**config.mk**
```make
export PLATFORM = sky130hd
export DESIGN_NAME = accr_regs
export DESIGN_NICKNAME = d
export VERILOG_FILES = /design/src/core/accr_pkg.sv /design/src/core/accr_regs.sv
export SDC_FILE = /design/constraint.sdc
export NUM_CORES = 1
export LEC_CHECK = 0
export BUFFER_PORTS_ARGS = -buffer_cell sky130_fd_sc_hd__buf_2
export CORE_ASPECT_RATIO = 0.7
export CORE_UTILIZATION = 54
export DETAILED_ROUTE_END_ITERATION = 8
export HOLD_SLACK_MARGIN = 0.12
export PLACE_DENSITY = 0.94
export SYNTH_ARGS = -nofsm -noshare
export SYNTH_HDL_FRONTEND = slang
export SYNTH_SLANG_ARGS = --single-unit
```
**constraint.sdc**
```tcl
create_clock -name core_clk -period 2.45 [get_ports core_clk]
set_input_delay 0.245 -clock core_clk [delete_from_list [all_inputs] [get_ports core_clk]]
set_output_delay 0.245 -clock core_clk [all_outputs]
set_load 0.01 [all_outputs]
```
**src/core/accr_pkg.sv**
```systemverilog
`default_nettype none
package accr_pkg;

  localparam int unsigned ADDR_W = 6;
  localparam int unsigned DATA_W = 16;

  // Register addresses.
  localparam logic [5:0] ADDR_C1_OFS_LO = 6'h10;
  localparam logic [5:0] ADDR_C1_GAIN_HI = 6'h11;
  localparam logic [5:0] ADDR_C1_GAIN_LO = 6'h12;
  localparam logic [5:0] ADDR_C2_SETUP = 6'h13;
  localparam logic [5:0] ADDR_C2_OFS_HI = 6'h14;
  localparam logic [5:0] ADDR_C2_OFS_LO = 6'h15;
  localparam logic [5:0] ADDR_C2_GAIN_HI = 6'h16;

  // Reset values.
  localparam logic [15:0] RST_GAIN_HI = 16'h8000;
  localparam logic [15:0] RST_ZERO = 16'h0000;
  localparam logic [7:0] RST_BYTE = 8'h00;
  localparam logic [15:0] RST_SETUP = 16'h0000;

  // Field positions of the channel 2 setup register, and the low byte position of the low registers.
  localparam int unsigned PHASE_LSB = 6;
  localparam int unsigned PHASE_MSB = 15;
  localparam int unsigned TS_SRC_BIT = 5;
  localparam int unsigned TEMP_EN_BIT = 4;
  localparam int unsigned TS_INV_BIT = 2;
  localparam int unsigned MUX_LSB = 0;
  localparam int unsigned MUX_MSB = 1;
  localparam int unsigned LOWBYTE_LSB = 8;

  // Channel input selection codes.
  typedef enum logic [1:0] {
    ACCR_IN_NORMAL = 2'h0,
    ACCR_IN_SHORT = 2'h1,
    ACCR_IN_DC_DIAG = 2'h2,
    ACCR_IN_AC_DIAG = 2'h3
  } accr_in_sel_t;

  // Channel 2 setup fields as seen by the datapath.
  typedef struct packed {
    logic signed [9:0] phase;
    logic              ts_external;
    logic              ts_enable;
    logic              ts_invert;
    accr_in_sel_t      input_sel;
  } accr_setup_t;

  // Register port request.
  typedef struct packed {
    logic [5:0]  addr;
    logic [15:0] wdata;
    logic        wr;
    logic        rd;
  } accr_req_t;

endpackage
`default_nettype wire

```
**src/core/accr_regs.sv**
```systemverilog
// Chosen here: the plain strobed port.
`timescale 1ns/100ps
`default_nettype none
module accr_regs (
  input  wire logic                core_clk,
  input  wire logic                rst,
  input  wire accr_pkg::accr_req_t reg_req,
  output var  logic [15:0]         reg_rdata,
  output var  logic signed [23:0]  chan1_offset_low_out,
  output var  logic [23:0]         chan1_gain,
  output var  logic signed [23:0]  chan2_offset,
  output var  logic [23:0]         chan2_gain_high_out,
  output var  accr_pkg::accr_setup_t chan2_setup
);

  // Stored fields; reserved bits have no storage at all.
  logic [7:0]  chan1_offset_low_byte_q, chan1_offset_low_byte_d;
  logic [15:0] chan1_gain_high_word_q, chan1_gain_high_word_d;
  logic [7:0]  chan1_gain_low_byte_q, chan1_gain_low_byte_d;
  logic [9:0]  chan2_phase_delay_q, chan2_phase_delay_d;
  logic        temp_sensor_source_q, temp_sensor_source_d;
  logic        temp_sensor_enable_q, temp_sensor_enable_d;
  logic        temp_sensor_invert_q, temp_sensor_invert_d;
  logic [1:0]  chan2_input_select_q, chan2_input_select_d;
  logic [15:0] chan2_offset_high_word_q, chan2_offset_high_word_d;
  logic [7:0]  chan2_offset_low_byte_q, chan2_offset_low_byte_d;
  logic [15:0] chan2_gain_high_word_q, chan2_gain_high_word_d;
  logic [15:0] rdata_q, rdata_d;

  // Write decode; only implemented fields take the write data.
  always_comb begin
    chan1_offset_low_byte_d = chan1_offset_low_byte_q;
    chan1_gain_high_word_d = chan1_gain_high_word_q;
    chan1_gain_low_byte_d = chan1_gain_low_byte_q;
    chan2_phase_delay_d = chan2_phase_delay_q;
    temp_sensor_source_d = temp_sensor_source_q;
    temp_sensor_enable_d = temp_sensor_enable_q;
    temp_sensor_invert_d = temp_sensor_invert_q;
    chan2_input_select_d = chan2_input_select_q;
    chan2_offset_high_word_d = chan2_offset_high_word_q;
    chan2_offset_low_byte_d = chan2_offset_low_byte_q;
    chan2_gain_high_word_d = chan2_gain_high_word_q;
    if (reg_req.wr) begin
      if (reg_req.addr == accr_pkg::ADDR_C1_OFS_LO) begin
        chan1_offset_low_byte_d = reg_req.wdata[15:8];
      end else if (reg_req.addr == accr_pkg::ADDR_C1_GAIN_HI) begin
        chan1_gain_high_word_d = reg_req.wdata;
      end else if (reg_req.addr == accr_pkg::ADDR_C1_GAIN_LO) begin
        chan1_gain_low_byte_d = reg_req.wdata[15:8];
      end else if (reg_req.addr == accr_pkg::ADDR_C2_SETUP) begin
        chan2_phase_delay_d = reg_req.wdata[accr_pkg::PHASE_MSB:accr_pkg::PHASE_LSB];
        temp_sensor_source_d = reg_req.wdata[accr_pkg::TS_SRC_BIT];
        temp_sensor_enable_d = reg_req.wdata[accr_pkg::TEMP_EN_BIT];
        temp_sensor_invert_d = reg_req.wdata[accr_pkg::TS_INV_BIT];
        chan2_input_select_d = reg_req.wdata[accr_pkg::MUX_MSB:accr_pkg::MUX_LSB];
      end else if (reg_req.addr == accr_pkg::ADDR_C2_OFS_HI) begin
        chan2_offset_high_word_d = reg_req.wdata;
      end else if (reg_req.addr == accr_pkg::ADDR_C2_OFS_LO) begin
        chan2_offset_low_byte_d = reg_req.wdata[15:8];
      end else if (reg_req.addr == accr_pkg::ADDR_C2_GAIN_HI) begin
        chan2_gain_high_word_d = reg_req.wdata;
      end
    end
  end

  // Read decode; reserved bits and unmapped addresses return zero.
  always_comb begin
    rdata_d = accr_pkg::RST_ZERO;
    if (reg_req.rd) begin
      if (reg_req.addr == accr_pkg::ADDR_C1_OFS_LO) begin
        rdata_d = {chan1_offset_low_byte_q, accr_pkg::RST_BYTE};
      end else if (reg_req.addr == accr_pkg::ADDR_C1_GAIN_HI) begin
        rdata_d = chan1_gain_high_word_q;
      end else if (reg_req.addr == accr_pkg::ADDR_C1_GAIN_LO) begin
        rdata_d = {chan1_gain_low_byte_q, accr_pkg::RST_BYTE};
      end else if (reg_req.addr == accr_pkg::ADDR_C2_SETUP) begin
        rdata_d = {chan2_phase_delay_q, temp_sensor_source_q, temp_sensor_enable_q,
                   1'b0, temp_sensor_invert_q, chan2_input_select_q};
      end else if (reg_req.addr == accr_pkg::ADDR_C2_OFS_HI) begin
        rdata_d = chan2_offset_high_word_q;
      end else if (reg_req.addr == accr_pkg::ADDR_C2_OFS_LO) begin
        rdata_d = {chan2_offset_low_byte_q, accr_pkg::RST_BYTE};
      end else if (reg_req.addr == accr_pkg::ADDR_C2_GAIN_HI) begin
        rdata_d = chan2_gain_high_word_q;
      end
    end
  end

  // Register stage with documented reset values.
  always_ff @(posedge core_clk) begin
    if (rst) begin
      chan1_offset_low_byte_q <= accr_pkg::RST_BYTE;
      chan1_gain_high_word_q <= accr_pkg::RST_GAIN_HI;
      chan1_gain_low_byte_q <= accr_pkg::RST_BYTE;
      chan2_phase_delay_q <= accr_pkg::RST_SETUP[15:6];
      temp_sensor_source_q <= accr_pkg::RST_SETUP[accr_pkg::TS_SRC_BIT];
      temp_sensor_enable_q <= accr_pkg::RST_SETUP[accr_pkg::TEMP_EN_BIT];
      temp_sensor_invert_q <= accr_pkg::RST_SETUP[accr_pkg::TS_INV_BIT];
      chan2_input_select_q <= accr_pkg::RST_SETUP[accr_pkg::MUX_MSB:accr_pkg::MUX_LSB];
      chan2_offset_high_word_q <= accr_pkg::RST_ZERO;
      chan2_offset_low_byte_q <= accr_pkg::RST_BYTE;
      chan2_gain_high_word_q <= accr_pkg::RST_GAIN_HI;
      rdata_q <= accr_pkg::RST_ZERO;
    end else begin
      chan1_offset_low_byte_q <= chan1_offset_low_byte_d;
      chan1_gain_high_word_q <= chan1_gain_high_word_d;
      chan1_gain_low_byte_q <= chan1_gain_low_byte_d;
      chan2_phase_delay_q <= chan2_phase_delay_d;
      temp_sensor_source_q <= temp_sensor_source_d;
      temp_sensor_enable_q <= temp_sensor_enable_d;
      temp_sensor_invert_q <= temp_sensor_invert_d;
      chan2_input_select_q <= chan2_input_select_d;
      chan2_offset_high_word_q <= chan2_offset_high_word_d;
      chan2_offset_low_byte_q <= chan2_offset_low_byte_d;
      chan2_gain_high_word_q <= chan2_gain_high_word_d;
      rdata_q <= rdata_d;
    end
  end

  // Outputs come straight from flip-flops; words are concatenations of fields.
  assign reg_rdata = rdata_q;
  assign chan1_offset_low_out = {16'h0000, chan1_offset_low_byte_q};
  assign chan1_gain = {chan1_gain_high_word_q, chan1_gain_low_byte_q};
  assign chan2_offset = {chan2_offset_high_word_q, chan2_offset_low_byte_q};
  assign chan2_gain_high_out = {chan2_gain_high_word_q, 8'h00};
  assign chan2_setup = '{phase: chan2_phase_delay_q, ts_external: temp_sensor_source_q,
                         ts_enable: temp_sensor_enable_q, ts_invert: temp_sensor_invert_q,
                         input_sel: accr_pkg::accr_in_sel_t'(chan2_input_select_q)};

  // High when the bus address falls inside the mapped register window.
  logic addr_mapped;
  assign addr_mapped = (reg_req.addr >= accr_pkg::ADDR_C1_OFS_LO) &&
                       (reg_req.addr <= accr_pkg::ADDR_C2_GAIN_HI);
endmodule
`default_nettype wire

```
=== Yosys cells after proc, flatten, opt, wreduce, memory -nomap -nowiden ===
Cells that the tools add are included.

* Register bits: 103
* Logic and storage cells: 43

* Equality and inequality tests: 7
* Mux-type cells: 7
* Bitwise gates (word level): 7
* Reduce and logical (&&, ||, !) cells: 9

{| class="wikitable"
|+ Operators with widths
! operator !! count
|-
| $mux 16 || 7
|-
| $eq 6x5->1 const B || 7
|-
| $reduce_and 8->1 || 1
|-
| $not 1->1 || 7
|-
| $reduce_and 7->1 || 1
|-
| $reduce_and 6->1 || 1
|-
| $reduce_and 5->1 || 1
|-
| $reduce_and 4->1 || 1
|-
| $reduce_and 3->1 || 1
|-
| $reduce_or 3->1 || 1
|-
| $reduce_and 2->1 || 1
|-
| $reduce_or 2->1 || 1
|}

=== Longest topological paths before layout ===
* Depth after elaboration: 8
* Gate-level depth with buffers: 7

=== Least setup slack after synthesis ===
OpenSTA, ideal clock, no wires.

* Kind: input to register
* Start point: input port reg_req[20] (netlist name)
* End point: register rdata_q[13], in the netlist reg_rdata[13]
* Library setup time: 0.129 ns
* Arrival: 1.299 ns
* Data required time: 2.321 ns
* Path slack: 1.022 ns
* Stages: 5
* Buffers on the path: 2
* Cells stage by stage: buf_6 > or4b_4 > buf_6 > a221oi_1 > o31ai_1

* Longest elaborated chain between the ends: 8
* Elaborated cells on any way between the ends: 14
* Those cells by class: 7 x eq/ne; 7 x mux

{| class="wikitable"
|+ Ends and longest elaborated chain
! item !! RTL line !! source
|-
| start, declared || accr_regs.sv:7 || <nowiki>input wire accr_pkg::accr_req_t reg_req,</nowiki>
|-
| $eq 6x5->1 || accr_regs.sv:83 || <nowiki>end else if (reg_req.addr == accr_pkg::ADDR_C2_GAIN_HI) begin</nowiki>
|-
| $mux 16 || accr_regs.sv:83 ||
|-
| $mux 16 || accr_regs.sv:81 || <nowiki>end else if (reg_req.addr == accr_pkg::ADDR_C2_OFS_LO) begin</nowiki>
|-
| $mux 16 || accr_regs.sv:79 || <nowiki>end else if (reg_req.addr == accr_pkg::ADDR_C2_OFS_HI) begin</nowiki>
|-
| $mux 16 || accr_regs.sv:76 || <nowiki>end else if (reg_req.addr == accr_pkg::ADDR_C2_SETUP) begin</nowiki>
|-
| $mux 16 || accr_regs.sv:74 || <nowiki>end else if (reg_req.addr == accr_pkg::ADDR_C1_GAIN_LO) begin</nowiki>
|-
| $mux 16 || accr_regs.sv:72 || <nowiki>end else if (reg_req.addr == accr_pkg::ADDR_C1_GAIN_HI) begin</nowiki>
|-
| $mux 16 * || accr_regs.sv:70 || <nowiki>if (reg_req.addr == accr_pkg::ADDR_C1_OFS_LO) begin</nowiki>
|-
| end signal, assigned || accr_regs.sv:103 || <nowiki>rdata_q <= accr_pkg::RST_ZERO;</nowiki>
|-
| end signal, assigned || accr_regs.sv:116 || <nowiki>rdata_q <= rdata_d;</nowiki>
|-
| end, declared || accr_regs.sv:28 || <nowiki>logic [15:0] rdata_q, rdata_d;</nowiki>
|}

Mark *: on every way between the ends. The rest lies on a longest branch, timed or not.
A chain may end at the register's enable or synchronous reset.

=== Final worst setup path ===
* Start point: input port reg_req[19] (netlist name)
* End point: register rdata_q[1], in the netlist reg_rdata[1]

* Longest elaborated chain between the ends: 7
* Elaborated cells on any way between the ends: 14
* Those cells by class: 7 x eq/ne; 6 x mux; 1 x reduce/logical

{| class="wikitable"
|+ Ends and longest elaborated chain
! item !! RTL line
|-
| $eq 6x5->1 || accr_regs.sv:83
|-
| $mux 16 || accr_regs.sv:83
|-
| $mux 16 || accr_regs.sv:81
|-
| $mux 16 || accr_regs.sv:79
|-
| $mux 16 || accr_regs.sv:76
|-
| $mux 16 || accr_regs.sv:74
|-
| $mux 16 || accr_regs.sv:72
|}

Several ways; a longest one is shown, not always the timed one.

==> tab_implementation.tex <==
\begin{tabular}{lr}
\hline
Metric & Value \\
\hline
\multicolumn{2}{l}{\textbf{Timing}} \\
Total of endpoints with negative setup slack in the final report & 0 \\
Max Clk Rate & slightly below 600 MHz \\
Worst hold slack & 0.164 ns \\
Number of hold violations in the final report & 0 \\
Tcrit/Tclk final & between 60\% and 70\% \\
Actual transition at the worst max-transition pin & around 0.77 ns \\
Worst rel slew slack & between 40\% and 50\% \\
Final-layout setup total negative slack & 0 ns \\
RSZ-0062 raised after global routing & no \\
Layout Skew & approximately 0.0066 ns \\
Time the final worst path needs with I/O delays and setup & 1.71 ns \\
Number of max-slew violations in the final report & 0 \\
\multicolumn{2}{l}{\textbf{Run status}} \\
Outcome & finished, violations left \\
Failing checks & DRC \\
\multicolumn{2}{l}{\textbf{Pwr}} \\
Part of the power in registers & slightly below 50\% \\
Total design power & 3.44 mW \\
Clk pwr share & roughly 46\% \\
Total power density per cell area & $\sim$640 mW/mm\^{}2 \\
Net Sw Frac & $\sim$23\% \\
Cell internal power dissipation & $\sim$2.7 mW \\
Switching power total & 0.778 mW \\
Maximum vdd ir drop & about 0.53 mV \\
Logic pwr share & under 10\% \\
Leakage power & 2.72 nW \\
\multicolumn{2}{l}{\textbf{GRT}} \\
Met1 global-route usage & a little under two fifths \\
Global-route wire length before repair & $\sim$19,000 um \\
Met2 usage in global routing & between 40 and 50\% \\
Pin count of the biggest net entering global routing & 48 \\
GR peak layer & met2 \\
Global-route total usage across every layer & between 20 and 30\% \\
Via count of the first global-routing pass & roughly 3,800 \\
Routing usage on met3 & 7.95\% \\
Initial antenna violation count & 0 \\
Congestion Overflow GR & 0 \\
\multicolumn{2}{l}{\textbf{Critical path}} \\
Delay-heaviest family, CP & simple AND/OR/NAND/NOR gates \\
Required time worst endpoint & between 2 and 3 ns \\
Critical setup path kind & input pin to flip-flop \\
Cell breakdown of the critical path & buf\_2 -> nor2b\_1 -> buf\_4 -> and2\_1 -> a22oi\_1 -> a21oi\_1 \\
Launching element type of the critical path & input pin \\
Delay of the slowest cell on the worst path & 0.51 ns \\
Worst-path cell with the longest stage delay & and2\_1 \\
Endpoint kind of the worst setup timing path & flip-flop \\
Data arrival, critical path & approximately 2 ns \\
Largest fanout on the critical path & 20 \\
Combined buffer and inverter count along the critical path & 2 \\
\multicolumn{2}{l}{\textbf{Cells and area}} \\
Number of fill cells in the layout & about 620 \\
Synthesis-to-finish area growth & 18.7\% \\
Post-layout nets & between 600 and 700 \\
Layout cells sized above 1 & around 29\% \\
Non-filler instance count after layout & 700 \\
Number of diodes & 0 \\
\multicolumn{2}{l}{\textbf{Yosys}} \\
Seq/Total Area, Yosys & 45.8\% \\
Area leader, netlist & dfxtp\_1 \\
Top cell type's share of synthesized area & between 40\% and 50\% \\
Ys Warns & 0 \\
Top cells by area, synth & dfxtp\_1 (46\%), mux2i\_1 (14\%), nand2\_1 (5.3\%), buf\_4 (5.2\%), nor2\_1 (5.2\%) \\
Synth Register Bits & 103 \\
Synthesized netlist cell count & roughly 490 \\
Avg Inst Size Synth & between 9 and 10 sq um \\
Netlist area before placement & roughly 0.0045 sq mm \\
Number of distinct standard cells referenced by the synthesized netlist & between 40 and 50 \\
\multicolumn{2}{l}{\textbf{Placement}} \\
IO Port Bufs & 128 \\
Post-detailed-placement half-perimeter wirelength & 8690 um \\
Final GP Congestion & 0.847 \\
Number of instances in the placed design & just under 700 \\
\multicolumn{2}{l}{\textbf{Routing}} \\
Detailed-route wire length per cell & 18.3 um \\
Via total after detailed routing & 4,017 \\
Initial DRC count & between 300 and 400 \\
Vias per cell & 5.74 \\
First-pass iteration count of the detailed router & 8 \\
Overall routed net length & 12,800 um \\
Routed Antenna Nets & 0 \\
DRC errors left & 20 \\
\multicolumn{2}{l}{\textbf{Die}} \\
Row count & 27 \\
Die Area & about 0.0087 sq mm \\
Die width & roughly 110 um \\
Die boundary height & approximately 78 um \\
Count of pins on the block boundary & 153 \\
Placeable core region & around 0.0080 sq mm \\
Effective utilization at floorplan & a little under three fifths \\
\multicolumn{2}{l}{\textbf{Clock network}} \\
Latest clock arrival within the worst-skew pair & 0.34 ns \\
Maximum clock insertion buffer count & 2 \\
CTS Root Buffer Type & clkbuf\_16 \\
\# clock sinks & between 100 and 150 \\
Total CTS buffers & 9 \\
Number of H-tree levels & 3 \\
CTS clock-pin slew for the worst setup and hold paths & 0.07 ns \\
Post-CTS sizing & 0 \\
Post-CTS Hold Buffers & 0 \\
Clock tree from TritonCTS & yes \\
Post-CTS setup buffers & 0 \\
\multicolumn{2}{l}{\textbf{Run}} \\
\# Max-Cap Violations & 0 \\
\multicolumn{2}{l}{\textbf{Worst hold path}} \\
Path type of the worst min-delay path & input pin to flip-flop \\
\hline
\end{tabular}
kinds of logic after synthesis:
kind of cell	share of synthesized area [%]
AOI/OAI and AO/OA	13.8
DFF	45.8
muxes	14.7
buffers and inverters	9.63
and+or+nand+nor	16.1
other	0.0832
flip-flops by register name (all words and copies together) (netlist names), 2 cells and up:
name	flops
chan1_gain_high_word_q	16
chan1_gain_low_byte_q	8
chan1_offset_low_byte_q	8
chan2_gain_high_word_q	16
chan2_input_select_q	2
chan2_offset_high_word_q	16
chan2_offset_low_byte_q	8
chan2_phase_delay_q	10
reg_rdata	16
layout by cell type, fill, tap and decap left out, drive strengths merged, types with 2 or more instances in the layout:
| master | Yosys | routed |
|---|---|---|
| buf | 45 | 136 |
| dfxtp | 103 | 103 |
| mux2i | 65 | 65 |
| nand2 | 64 | 64 |
| nor2 | 63 | 63 |
| a21oi | 45 | 45 |
| conb | 1 | 24 |
| a22oi | 18 | 18 |
| inv | 9 | 11 |
| clkbuf | 16 | 10 |
| a221oi | 8 | 8 |
| o21ai | 7 | 7 |
| and2 | 5 | 5 |
| o2bb2ai | 4 | 4 |
| nand3 | 4 | 4 |
| nand4 | 4 | 4 |
| and3 | 3 | 3 |
| nor2b | 3 | 3 |
| a31oi | 3 | 3 |
| nand2b | 2 | 2 |
| a211o | 2 | 2 |
| bufinv | 0 | 2 |
power groups by stage:
stage | registers [mW] | logic (mW) | clock network, mW
2_1_floorplan | 1.73 | 0.144 | 0
3_3_place_gp | 1.72 | 0.178 | 0
3_5_place_dp | 1.72 | 0.183 | 0
4_1_cts | 1.69 | 0.184 | 1.56
5_1_grt | 1.69 | 0.202 | 1.62
6_report | 1.69 | 0.190 | 1.57
through the flow:
step	setup WS (ns)	util, %	instance area [sq um]
2_1_floorplan	1.02	-	4590
3_3_place_gp	0.536	63.0	5020
3_5_place_dp	0.504	63.0	5020
4_1_cts	0.817	67.1	5350
5_1_grt	0.687	67.1	5350
6_report	0.738	67.1	5350
worst reg2reg max path: cells and delay by family, from the launching register on:
family,cells,cell delay [ns]
flip-flops,1,0.33
multiplexers,1,0.27
AO/OA/AOI/OAI,2,0.38
cells in the mapped netlist:
cell and count:
conb_1 1, clkbuf_4 1, nor2_2 1, nand3_1 1, clkbuf_8 1, buf_2 9
mux2i_1 65, mux2_2 1, and2b_1 1, o21ai_0 7, or4b_4 1, nand4_2 1
dfxtp_1 103, and2_1 5, buf_1 1, nor2_1 62, inv_1 9, and4bb_2 1
o221a_2 1, nand3_2 3, a221oi_1 2, nor3b_4 1, a222oi_1 1, o22a_2 1
a31oi_1 3, a21oi_1 45, o21a_1 1, nor4b_2 1, a221oi_2 6, nor2b_1 3
nand2_1 64, and3_1 3, a22oi_1 18, buf_6 4, o2bb2ai_1 4, nand2b_1 2
nand4_4 2, buf_4 31, nand4_1 1, clkbuf_1 14, a211o_1 2, o31ai_1 1
metal layers:
layer / up-vias / share of wire, %
li1: 1834 / -
met1: 1901 / 42
met2: 259 / 46
met3: 23 / 10
met4: 0 / 1.7
met5: - / 0
area by class of cell:
type                    count  area [sq um]  share of cell area (%)
repair buffers            136           701                    13.1
clock inverters             6          90.1                    1.68
multi-input cells         335          2100                    39.2
inverters                   9          33.8                   0.632
flip-flops and latches    103          2060                    38.5
well taps                 101           126                    2.36
clock buffers              10           239                    4.47
worst paths after layout:
kind	startpoint	slack, ns	end	cells after the start
worst max-delay path	reg_req[19]	0.74	reg_rdata[1]	6
worst max register to register	chan2_phase_delay_q[7]	1.34	reg_rdata[13]	3
worst min-delay path	reg_req[5]	0.16	chan1_gain_high_word_q[3]	3
worst min register to register	chan1_gain_high_word_q[7]	0.48	chan1_gain_high_word_q[7]	2
Note: power is estimated with default switching activity, not from simulation.
